### config.mk
export PLATFORM = sky130hd
export DESIGN_NAME = ttp_top
export DESIGN_NICKNAME = d
export VERILOG_FILES = /design/src/design/ttp_pkg.sv /design/src/design/ttp_top.sv
export SDC_FILE = /design/constraint.sdc
export NUM_CORES = 2
export LEC_CHECK = 0
export BUFFER_PORTS_ARGS = -buffer_cell sky130_fd_sc_hd__buf_2
export CAP_MARGIN = 20
export CORE_UTILIZATION = 24
export CTS_CLUSTER_DIAMETER = 80
export DETAILED_ROUTE_END_ITERATION = 8
export PLACE_DENSITY = 0.47
export SYNTH_ARGS = -nofsm -noshare
export SYNTH_HDL_FRONTEND = slang
export SYNTH_SLANG_ARGS = --single-unit
### constraint.sdc
create_clock -name sys_clk -period 7.9 [get_ports sys_clk]
set_clock_uncertainty 0.2 [all_clocks]
set_input_delay 0.395 -clock sys_clk [delete_from_list [all_inputs] [get_ports sys_clk]]
set_output_delay 0.395 -clock sys_clk [all_outputs]
set_load 0.01 [all_outputs]
### src/design/ttp_pkg.sv
// Constants for the time-of-day capture/load block with its carrier encoder and decoder.
// Assumes one 40 MHz system clock; the time accumulator itself lives outside.
package ttp_pkg;
  // Register offsets (byte registers)
  localparam logic [7:0] A_CTRL     = 8'h00;
  localparam logic [7:0] A_TRIG     = 8'h01;
  localparam logic [7:0] A_GCFG     = 8'h02;
  localparam logic [7:0] A_SIG_HI   = 8'h03;
  localparam logic [7:0] A_SIG_LO   = 8'h04;
  localparam logic [7:0] A_ENC_ID   = 8'h05;
  localparam logic [7:0] A_DEC_ID   = 8'h06;
  localparam logic [7:0] A_TX_DST   = 8'h07;
  localparam logic [7:0] A_STATUS   = 8'h08;
  localparam logic [7:0] A_TMR0     = 8'h09;
  localparam logic [7:0] A_TMR3     = 8'h0c;
  localparam logic [7:0] A_PREWORD  = 8'h0f;
  localparam logic [7:0] A_SNAP0    = 8'h10;
  localparam logic [7:0] A_STAGE0   = 8'h20;
  localparam logic [7:0] A_FIFO0    = 8'h30;
  localparam logic [7:0] A_GTIME0   = 8'h40;
  localparam int         TBYTES     = 11;
  localparam int         TBITS      = 88;
  // Control bits
  localparam int C_ECAP = 0;
  localparam int C_ECAP_CONT = 1;
  localparam int C_ELOAD = 2;
  localparam int C_ELOAD_CONT = 3;
  localparam int C_FLOAD = 4;
  localparam int C_REPLY = 5;
  localparam int C_SIG = 6;
  localparam int C_PPS_ALT = 7;
  // GPIO config bits
  localparam int G_IN = 0;
  localparam int G_OUT = 1;
  localparam int G_TO_FIFO = 2;
  localparam int G_BCAST = 3;
  // Reset values
  localparam logic [7:0]  CTRL_RST = 8'h00;
  localparam logic [15:0] SIG_RST  = 16'h4000;
  // Symbols and commands
  localparam logic [1:0] SYM_SPACE = 2'h0;
  localparam logic [1:0] SYM_ZERO  = 2'h1;
  localparam logic [1:0] SYM_ONE   = 2'h2;
  localparam logic [2:0] CMD_PPS   = 3'h0;
  localparam logic [2:0] CMD_READ  = 3'h2;
  localparam logic [2:0] CMD_SYNC  = 3'h3;
  localparam int FRAME_BITS = 112;
  localparam int SIG_SYMS   = 8;
  // Timing
  localparam longint SYS_HZ         = 40_000_000;
  localparam longint SYS_PS         = 25_000;
  localparam longint TMR_STEP_PS    = 2_500;
  localparam longint TMR_DEC        = SYS_PS / TMR_STEP_PS;
  localparam longint CARRIER_MIN_HZ = 8_000;
  localparam longint CARRIER_MAX_HZ = 25_000_000;
  localparam longint MAX_PER_CYC    = SYS_HZ / CARRIER_MIN_HZ;
  // Encoder states
  typedef enum logic [1:0] {
    TTP_IDLE  = 2'b00,
    TTP_SIG   = 2'b01,
    TTP_FRAME = 2'b10
  } ttp_enc_t;
endpackage

### src/design/ttp_top.sv
// Time-of-day capture/load control with carrier symbol encoder and decoder.
// Accumulator value arrives on tod_now; loads leave as a pulse with a value.
`timescale 1ns/10ps
module ttp_top
  import ttp_pkg::*;
#(
  parameter int DEPTH = 4,
  parameter int PW    = 16
)(
  // Clock, reset, enable
  input  wire logic        sys_clk,
  input  wire logic        resetn,
  input  wire logic        ce,
  // Register port
  input  wire logic [7:0]  addr,
  input  wire logic [7:0]  wdata,
  input  wire logic        wr,
  input  wire logic        rd,
  output logic      [7:0]  rdata,
  // Accumulator side
  input  wire logic [87:0] tod_now,
  input  wire logic        pps_int,
  input  wire logic        pps_alt,
  output logic             tod_load,
  output logic      [87:0] tod_load_val,
  output logic             tod_trig,
  // Pins
  input  wire logic        sync_pulse,
  input  wire logic        gpio_in,
  output logic             gpio_out,
  input  wire logic        carrier_in,
  output logic             carrier_out,
  input  wire logic        rx_carrier
);
  import ttp_pkg::*;

  // Elaboration checks: FIFO pointers are four bits, period counter must span 8 kHz
  if (DEPTH < 2 || DEPTH > 16) $error("DEPTH out of range");
  if (PW < $clog2(MAX_PER_CYC) + 1) $error("PW too narrow for slowest carrier");

  typedef struct packed {
    logic [7:0]              ctrl, trig, gcfg, enc_id, dec_id, tx_dst, rdata;
    logic [15:0]             sig;
    logic                    perr;
    logic [31:0]             tmr;
    logic                    tmr_run;
    logic [87:0]             stage, snap, gtime;
    logic [DEPTH-1:0][87:0]  fifo;
    logic [3:0]              wp, rp;
    logic [4:0]              cnt;
    logic                    ecap_arm, eload_arm;
    logic [2:0]              cs, rs, ss, gs, ps, as;
    logic [PW-1:0]           pcnt, per, ph;
    logic                    cout;
    logic [1:0]              sym;
    ttp_enc_t                est;
    logic [111:0]            tsh;
    logic [6:0]              left;
    logic                    reply;
    logic [PW-1:0]           rcnt, rper, rhi;
    logic [111:0]            rsh;
    logic [6:0]              rn;
    logic                    ract;
    logic                    ld;
    logic [87:0]             ldv;
    logic                    trg, gout;
  } ttp_state_t;

  ttp_state_t s_q, s_d;

  // Frame image: header, time payload, even parity bit last
  function automatic logic [111:0] mk_frame(logic [7:0] src, logic bc, logic [7:0] dst,
                                            logic [87:0] t);
    logic [110:0] body;
    body = {CMD_PPS, 3'b000, src, bc, dst, t};
    return {body, ^body};
  endfunction

  function automatic logic [87:0] put_byte(logic [87:0] v, logic [7:0] i, logic [7:0] b);
    logic [87:0] r;
    r = v;
    for (int k = 0; k < TBYTES; k++)
      if (i == 8'(k)) r[k*8 +: 8] = b;
    return r;
  endfunction

  function automatic logic [7:0] get_byte(logic [87:0] v, logic [7:0] i);
    logic [7:0] r;
    r = 8'h00;
    for (int k = 0; k < TBYTES; k++)
      if (i == 8'(k)) r = v[k*8 +: 8];
    return r;
  endfunction

  logic        cap_req;
  logic [87:0] cap_val;
  logic        c_rise, r_rise, r_fall, sp_rise, g_rise, pps_rise;
  logic [7:0]  off;
  logic [1:0]  nsym;
  logic [PW-1:0] thr;
  logic [PW+2:0] hi8, per3, per5;
  logic [1:0]  rsym;
  logic [111:0] rfr;

  // Next state
  always_comb
  begin
    s_d = s_q;
    cap_req = 1'b0;
    cap_val = tod_now;
    off = 8'h00;
    nsym = SYM_SPACE;
    thr = '0;
    hi8 = '0;
    per3 = '0;
    per5 = '0;
    rsym = SYM_SPACE;
    rfr = s_q.rsh;
    s_d.ld = 1'b0;
    s_d.trg = 1'b0;
    // Two-stage synchronisers; the third bit only remembers the previous level
    s_d.cs = {s_q.cs[1:0], carrier_in};
    s_d.rs = {s_q.rs[1:0], rx_carrier};
    s_d.ss = {s_q.ss[1:0], sync_pulse};
    s_d.gs = {s_q.gs[1:0], gpio_in};
    s_d.ps = {s_q.ps[1:0], pps_int};
    s_d.as = {s_q.as[1:0], pps_alt};
    c_rise = s_q.cs[1] & ~s_q.cs[2];
    r_rise = s_q.rs[1] & ~s_q.rs[2];
    r_fall = ~s_q.rs[1] & s_q.rs[2];
    sp_rise = s_q.ss[1] & ~s_q.ss[2];
    g_rise = s_q.gs[1] & ~s_q.gs[2];
    pps_rise = s_q.ctrl[C_PPS_ALT] ? (s_q.as[1] & ~s_q.as[2]) : (s_q.ps[1] & ~s_q.ps[2]);

    // Register writes
    if (wr)
    begin
      case (addr)
        A_CTRL:   s_d.ctrl = wdata;
        A_TRIG:   s_d.trig = wdata;
        A_GCFG:   s_d.gcfg = wdata;
        A_SIG_HI: s_d.sig[15:8] = wdata;
        A_SIG_LO: s_d.sig[7:0] = wdata;
        A_ENC_ID: s_d.enc_id = wdata;
        A_DEC_ID: s_d.dec_id = wdata;
        A_TX_DST: s_d.tx_dst = wdata;
        default:  ;
      endcase
      if (addr >= A_TMR0 && addr <= A_TMR3)
        s_d.tmr[(addr - A_TMR0) * 8 +: 8] = wdata;
      if (addr == A_TMR3)
        s_d.tmr_run = 1'b1;
      if (addr == A_STATUS && wdata[0])
        s_d.perr = 1'b0;
      if (addr >= A_STAGE0 && addr < A_STAGE0 + 8'(TBYTES))
        s_d.stage = put_byte(s_q.stage, addr - A_STAGE0, wdata);
      if (addr >= A_GTIME0 && addr < A_GTIME0 + 8'(TBYTES))
        s_d.gtime = put_byte(s_q.gtime, addr - A_GTIME0, wdata);
      // Completing the seconds MSB hands the staged value over
      if (addr == A_STAGE0 + 8'(TBYTES - 1))
      begin
        s_d.ld = 1'b1;
        s_d.ldv = put_byte(s_q.stage, addr - A_STAGE0, wdata);
      end
      if (addr == A_CTRL)
      begin
        s_d.ecap_arm = wdata[C_ECAP];
        s_d.eload_arm = wdata[C_ELOAD];
      end
    end

    // Register reads, answered one cycle later
    if (rd)
    begin
      case (addr)
        A_CTRL:   s_d.rdata = s_q.ctrl;
        A_TRIG:   s_d.rdata = s_q.trig;
        A_GCFG:   s_d.rdata = s_q.gcfg;
        A_SIG_HI: s_d.rdata = s_q.sig[15:8];
        A_SIG_LO: s_d.rdata = s_q.sig[7:0];
        A_ENC_ID: s_d.rdata = s_q.enc_id;
        A_DEC_ID: s_d.rdata = s_q.dec_id;
        A_TX_DST: s_d.rdata = s_q.tx_dst;
        A_STATUS: s_d.rdata = {s_q.gout, s_q.tmr_run, s_q.est != TTP_IDLE, s_q.cnt};
        default:  s_d.rdata = 8'h00;
      endcase
      if (addr == A_STATUS)
        s_d.rdata[7] = s_q.perr;
      if (addr >= A_TMR0 && addr <= A_TMR3)
        s_d.rdata = s_q.tmr[(addr - A_TMR0) * 8 +: 8];
      if (addr >= A_SNAP0 && addr < A_SNAP0 + 8'(TBYTES))
        s_d.rdata = get_byte(s_q.snap, addr - A_SNAP0);
      if (addr >= A_STAGE0 && addr < A_STAGE0 + 8'(TBYTES))
        s_d.rdata = get_byte(s_q.stage, addr - A_STAGE0);
      if (addr >= A_GTIME0 && addr < A_GTIME0 + 8'(TBYTES))
        s_d.rdata = get_byte(s_q.gtime, addr - A_GTIME0);
      if (addr >= A_FIFO0 && addr < A_FIFO0 + 8'(TBYTES))
        s_d.rdata = (s_q.cnt != 5'h00) ?
                    get_byte(s_q.fifo[s_q.rp[$clog2(DEPTH)-1:0]], addr - A_FIFO0) : 8'h00;
      // Pre-word read freezes the whole time so the byte reads agree
      if (addr == A_PREWORD)
        s_d.snap = tod_now;
    end

    // Capture sources, none with priority over another; simultaneous ones are merged
    if ((rd || wr) && addr == s_q.trig)
      cap_req = 1'b1;
    if (sp_rise && s_q.ecap_arm)
    begin
      cap_req = 1'b1;
      s_d.ecap_arm = s_q.ctrl[C_ECAP_CONT];
    end
    // GPIO only ever captures, never loads
    if (g_rise && s_q.gcfg[G_IN])
    begin
      if (s_q.gcfg[G_TO_FIFO])
        cap_req = 1'b1;
      else
        s_d.gtime = tod_now;
    end
    if (s_q.tmr_run)
    begin
      if (s_q.tmr <= 32'(TMR_DEC))
      begin
        s_d.tmr = 32'h0000_0000;
        s_d.tmr_run = 1'b0;
        s_d.trg = 1'b1;
        cap_req = 1'b1;
      end
      else
        s_d.tmr = s_q.tmr - 32'(TMR_DEC);
    end
    if (cap_req && s_q.cnt != 5'(DEPTH))
    begin
      s_d.fifo[s_q.wp[$clog2(DEPTH)-1:0]] = cap_val;
      s_d.wp = (s_q.wp == 4'(DEPTH - 1)) ? 4'h0 : s_q.wp + 4'h1;
    end
    // Reading the last FIFO byte retires the entry
    if (rd && addr == A_FIFO0 + 8'(TBYTES - 1) && s_q.cnt != 5'h00)
      s_d.rp = (s_q.rp == 4'(DEPTH - 1)) ? 4'h0 : s_q.rp + 4'h1;
    s_d.cnt = s_q.cnt + 5'(s_d.wp != s_q.wp) - 5'(s_d.rp != s_q.rp);

    // Sync pulse may also load
    if (sp_rise && s_q.eload_arm)
    begin
      s_d.ld = 1'b1;
      s_d.ldv = s_q.stage;
      s_d.eload_arm = s_q.ctrl[C_ELOAD_CONT];
    end

    // GPIO trigger output is high while the accumulator is at or past the mark
    s_d.gout = s_q.gcfg[G_OUT] && (tod_now >= s_q.gtime);

    // Encoder start: signature or pps frame after a 1PPS edge
    if (s_q.est == TTP_IDLE)
    begin
      if (pps_rise && s_q.ctrl[C_SIG])
      begin
        s_d.est = TTP_SIG;
        s_d.tsh = {s_q.sig, 96'h0};
        s_d.left = 7'(SIG_SYMS);
      end
      else if ((pps_rise && !s_q.ctrl[C_SIG]) || s_q.reply)
      begin
        s_d.est = TTP_FRAME;
        s_d.tsh = mk_frame(s_q.enc_id, s_q.gcfg[G_BCAST], s_q.tx_dst, tod_now);
        s_d.left = 7'(FRAME_BITS);
        s_d.reply = 1'b0;
      end
    end

    // Carrier regeneration: rise follows the input, only the fall moves
    s_d.pcnt = s_q.pcnt + 1'b1;
    s_d.ph = s_q.ph + 1'b1;
    if (c_rise)
    begin
      case (s_q.est)
        TTP_SIG:   nsym = s_q.tsh[111:110];
        TTP_FRAME: nsym = s_q.tsh[111] ? SYM_ONE : SYM_ZERO;
        default:   nsym = SYM_SPACE;
      endcase
      if (s_q.est != TTP_IDLE)
      begin
        s_d.tsh = (s_q.est == TTP_SIG) ? {s_q.tsh[109:0], 2'b00} : {s_q.tsh[110:0], 1'b0};
        s_d.left = s_q.left - 7'h01;
        if (s_q.left == 7'h01)
          s_d.est = TTP_IDLE;
      end
      s_d.per = s_q.pcnt + 1'b1;
      s_d.pcnt = '0;
      s_d.ph = '0;
      s_d.cout = 1'b1;
      s_d.sym = nsym;
    end
    else
    begin
      case (s_q.sym)
        SYM_ZERO: thr = s_q.per >> 2;
        SYM_ONE:  thr = s_q.per - (s_q.per >> 2);
        default:  thr = s_q.per >> 1;
      endcase
      if (s_q.ph + 1'b1 >= thr)
        s_d.cout = 1'b0;
    end

    // Decoder: measure period and high time, classify at each rise
    s_d.rcnt = s_q.rcnt + 1'b1;
    if (r_fall)
      s_d.rhi = s_q.rcnt;
    if (r_rise)
    begin
      s_d.rper = s_q.rcnt;
      s_d.rcnt = '0;
      hi8 = {s_q.rhi, 3'b000};
      per3 = (PW+3)'(s_q.rcnt) * (PW+3)'(3);
      per5 = (PW+3)'(s_q.rcnt) * (PW+3)'(5);
      if (hi8 < per3)
        rsym = SYM_ZERO;
      else if (hi8 > per5)
        rsym = SYM_ONE;
      else
        rsym = SYM_SPACE;
      if (rsym == SYM_SPACE)
      begin
        s_d.ract = 1'b0;
        s_d.rn = 7'h00;
      end
      else
      begin
        rfr = {s_q.rsh[110:0], rsym == SYM_ONE};
        s_d.rsh = rfr;
        s_d.ract = 1'b1;
        s_d.rn = s_q.rn + 7'h01;
        if (s_q.rn == 7'(FRAME_BITS - 1))
        begin
          s_d.rn = 7'h00;
          if (^rfr)
            s_d.perr = 1'b1;
          else if (rfr[111:109] == CMD_PPS &&
                   (rfr[97] || rfr[96:89] == s_q.dec_id))
          begin
            if (rfr[88:1] == 88'h0)
            begin
              if (s_q.ctrl[C_REPLY])
                s_d.reply = 1'b1;
            end
            else if (s_q.ctrl[C_FLOAD])
            begin
              s_d.ld = 1'b1;
              s_d.ldv = rfr[88:1];
            end
          end
        end
      end
    end
  end

  // State register; clock enable freezes everything
  always_ff @(posedge sys_clk or negedge resetn)
  begin
    if (!resetn)
    begin
      s_q <= '0;
      s_q.ctrl <= CTRL_RST;
      s_q.sig <= SIG_RST;
      s_q.est <= TTP_IDLE;
    end
    else if (ce)
      s_q <= s_d;
  end

  assign rdata        = s_q.rdata;
  assign tod_load     = s_q.ld;
  assign tod_load_val = s_q.ldv;
  assign tod_trig     = s_q.trg;
  assign gpio_out     = s_q.gout;
  assign carrier_out  = s_q.cout;
endmodule

==> flow_summary.ini <==
[die]
die_h_um = 524
io_pins = 215
initial_core_util_pct = 24.1
dieArea_um2 = 275000
core_um2 = 271000
rows = 191
die_x_um = 524

[synthesis]
ys_ff_latch = 1169
synthTopCellsByCount = dfrtp_1 (1168), mux2_2 (742), a21oi_1 (415)
syn_area_per_cell_um2 = 10.7
synth_top_area_share_pct = 44.7
yosysMostFrequentCell = dfrtp_1
netlist-cell-type-count = 88
synthTopCellsByArea = dfrtp_1 (45%), mux2_2 (13%), ha_1 (4.4%)
ys_warn_count = 0
synthCells = 6111
synthFlopType = dfrtp_1
ys_seq_area_share_pct = 44.7
synth_edf_count = 0
synth_area_um2 = 65400
async_reset_ff_share_pct = 100
synth.net_count = 6462
yosysTopAreaCell = dfrtp_1

[clocking]
insertion_delay_ns = 0.82
cts_tree = done
clockBufferDepth = 3
cts-root-buf = clkbuf_16
cts.sinks = 1169
post_cts_resized = 0
cts.hold.buffers_added = 102
h-tree-depth = 4
cts_buffers = 143
postCtsSetupBuffers = 0
clk_pin_slew_worst_paths_ns = 0.06

[route]
drc_errors = 0
routed_wl_um = 239000
wl_per_cell_um = 24.3
drt_iter0_drc = 4576
dr_total_vias = 50000
viasPerCell = 5.09
drt.antenna.violating_nets = 0
drt_first_pass_iters = 7

[global_route]
first_global_vias = 49300
gr-usage-all-layers_pct = 17.2
antenna_found_initial = 28
grt_pass1_wl_um = 351000
grt_max_degree = 159
grt.overflow.total = 0

[timing]
max_clock_freq_mhz = 152
fin_crit_ns = 6.58
slew_violations = 0
slew_headroom_pct = 22.2
fin_setup_tns_ns = 0
min_period_over_period_pct = 83.3
max_slew.worst_pin.slew_ns = 1.16
rsz0062_at_grt = false
setup_viol = 0
finalHoldViolations = 0
whs_ns = 0.00872

[setup_path]
crit_slowest_cell = a21boi_0
arrival_ns = 7.13
crit_path_start_kind = flop
crit_chain = ha_1 > ha_1 > inv_1 > fa_1 > nor2b_1 > o21ai_0 > a21boi_0 > o21ai_0 > a21boi_0 > o21ai_0 > a21oi_1 > o31ai_1 > nor3_1 > a311oi_1 > ha_1 > a21o_1 > a211oi_1 > o21ai_0 > a21boi_0 > nor2_1 > and2_2 > a21oi_4 > buf_4 > a211o_1
crit_top_cell = o21ai_0
rr_startpoint = s_q[244]
crit_type = reg2reg
worstSetupStartpoint = s_q[244]
crit_required_ns = 8.44
cpPeakStageDelay_ns = 0.68
cp_max_fo = 64
crit_path_end_kind = flop

[cells_and_area]
drive_above_1_share_pct = 23.5
area_delta_synth_final_pct = 15.4
final_nets = 6474
instances_no_fill = 9819

[placement]
placed_cells_incl_taps = 9441
routabilityCongestion = 0.889
port_buffers = 214
dp_hpwl_um = 166000

[run_status]
status = completed

[pwr]
peakVddDrop_mv = 0.249
total_power_w = 0.0180
powerDensity_nw_per_um2 = 238
p_leak_nw = 34.9

[run]
max_cap_viol_count = 0

[worst_hold_path]
hp-class = in2async
worst paths after layout:
check / to / slack [ns] / depth (start not counted)
min in group sys_clk: s_q[1185] / 0.06 / 4
min: carrier_out / 0.009 / 2
max reg2reg: tod_load_val[26] / 1.32 / 24
max: tod_load_val[26] / 1.32 / 24
max in group asynchronous: s_q[709] / 5.50 / 4
min reg2reg: s_q[400] / 0.28 / 2
flip-flops by register name, indices dropped and copies added, names as in the netlist, named ones only:
signal and count:
rdata 8, tod_load 1, carrier_out 1, s_d 12, tod_trig 1, tod_load_val 88
gpio_out 1, s_q 1056
per-layer routing:
| layer | vias to the layer above | wire, µm | track usage, % |
|---|---|---|---|
| li1 | 22200 | - | - |
| met1 | 25800 | 108000 | 23.9 |
| met2 | 1658 | 108000 | 26.6 |
| met3 | 344 | 16400 | 3.45 |
| met4 | 6 | 6960 | 5.39 |
| met5 | - | 37 | 0 |
report_power, final:
part | total, W | internal, W | switching (W)
Clock | 0.00682 | 0.00394 | 0.00288
Combinational | 0.00384 | 0.00171 | 0.00213
Sequential | 0.00732 | 0.00667 | 0.000651
Total | 0.0180 | 0.0123 | 0.00566
logic make-up (layout without fill, tap and decap cells):
family	count (synthesis)	after routing	synth area share, %
compound gates	1399	1399	13.6
xor+xnor	325	325	4.42
fa+ha+maj	236	236	4.56
buf+inv	759	885	5.09
flops	1169	1169	44.7
mux	1019	1019	18.9
other cells	0	12	0
simple gates	1204	1204	8.68
worst max-delay path, delay by kind of cell (launching register included):
| kind | cells | cell delay [ns] |
|---|---|---|
| AOI/OAI and AO/OA | 14 | 3.41 |
| adders and majority gates | 4 | 1.06 |
| buffers and inverters | 2 | 0.70 |
| and+or+nand+nor | 4 | 0.60 |
| DFF | 1 | 0.46 |
layout make-up:
type | count | area [µm²]
flip-flops and latches | 1169 | 29300
clock inverters | 56 | 712
well taps | 3570 | 4470
inverters | 181 | 679
multi-input cells | 4183 | 33000
clock buffers | 203 | 4120
diodes | 12 | 30.0
fillers | 28200 | 195000
repair buffers | 445 | 3240
per-stage QoR:
step	worst slack [ns]	cell area (µm²)	util [%]
final	1.32	75500	27.9
after global routing	0.633	75500	27.9
after CTS	1.33	75400	27.8
after detailed placement	1.36	69500	25.7
after global placement	1.26	69500	25.7
after floorplan	2.33	65400	-
cell usage in the layout (no fill, tap or decap), types with 97 or more instances in the layout:
cell           count
a21oi_1          414
and3_1           161
buf_2            212
buf_4            117
clkbuf_16        145
dfrtp_1         1166
dlygate4sd3_1    102
ha_1             231
inv_1            179
mux2_2           742
mux2i_1          180
mux4_2            97
nand2_1          330
nor2_1           374
o21ai_0          292
o22ai_1          110
xnor2_1          244
Power figures use the tool's default switching activity.
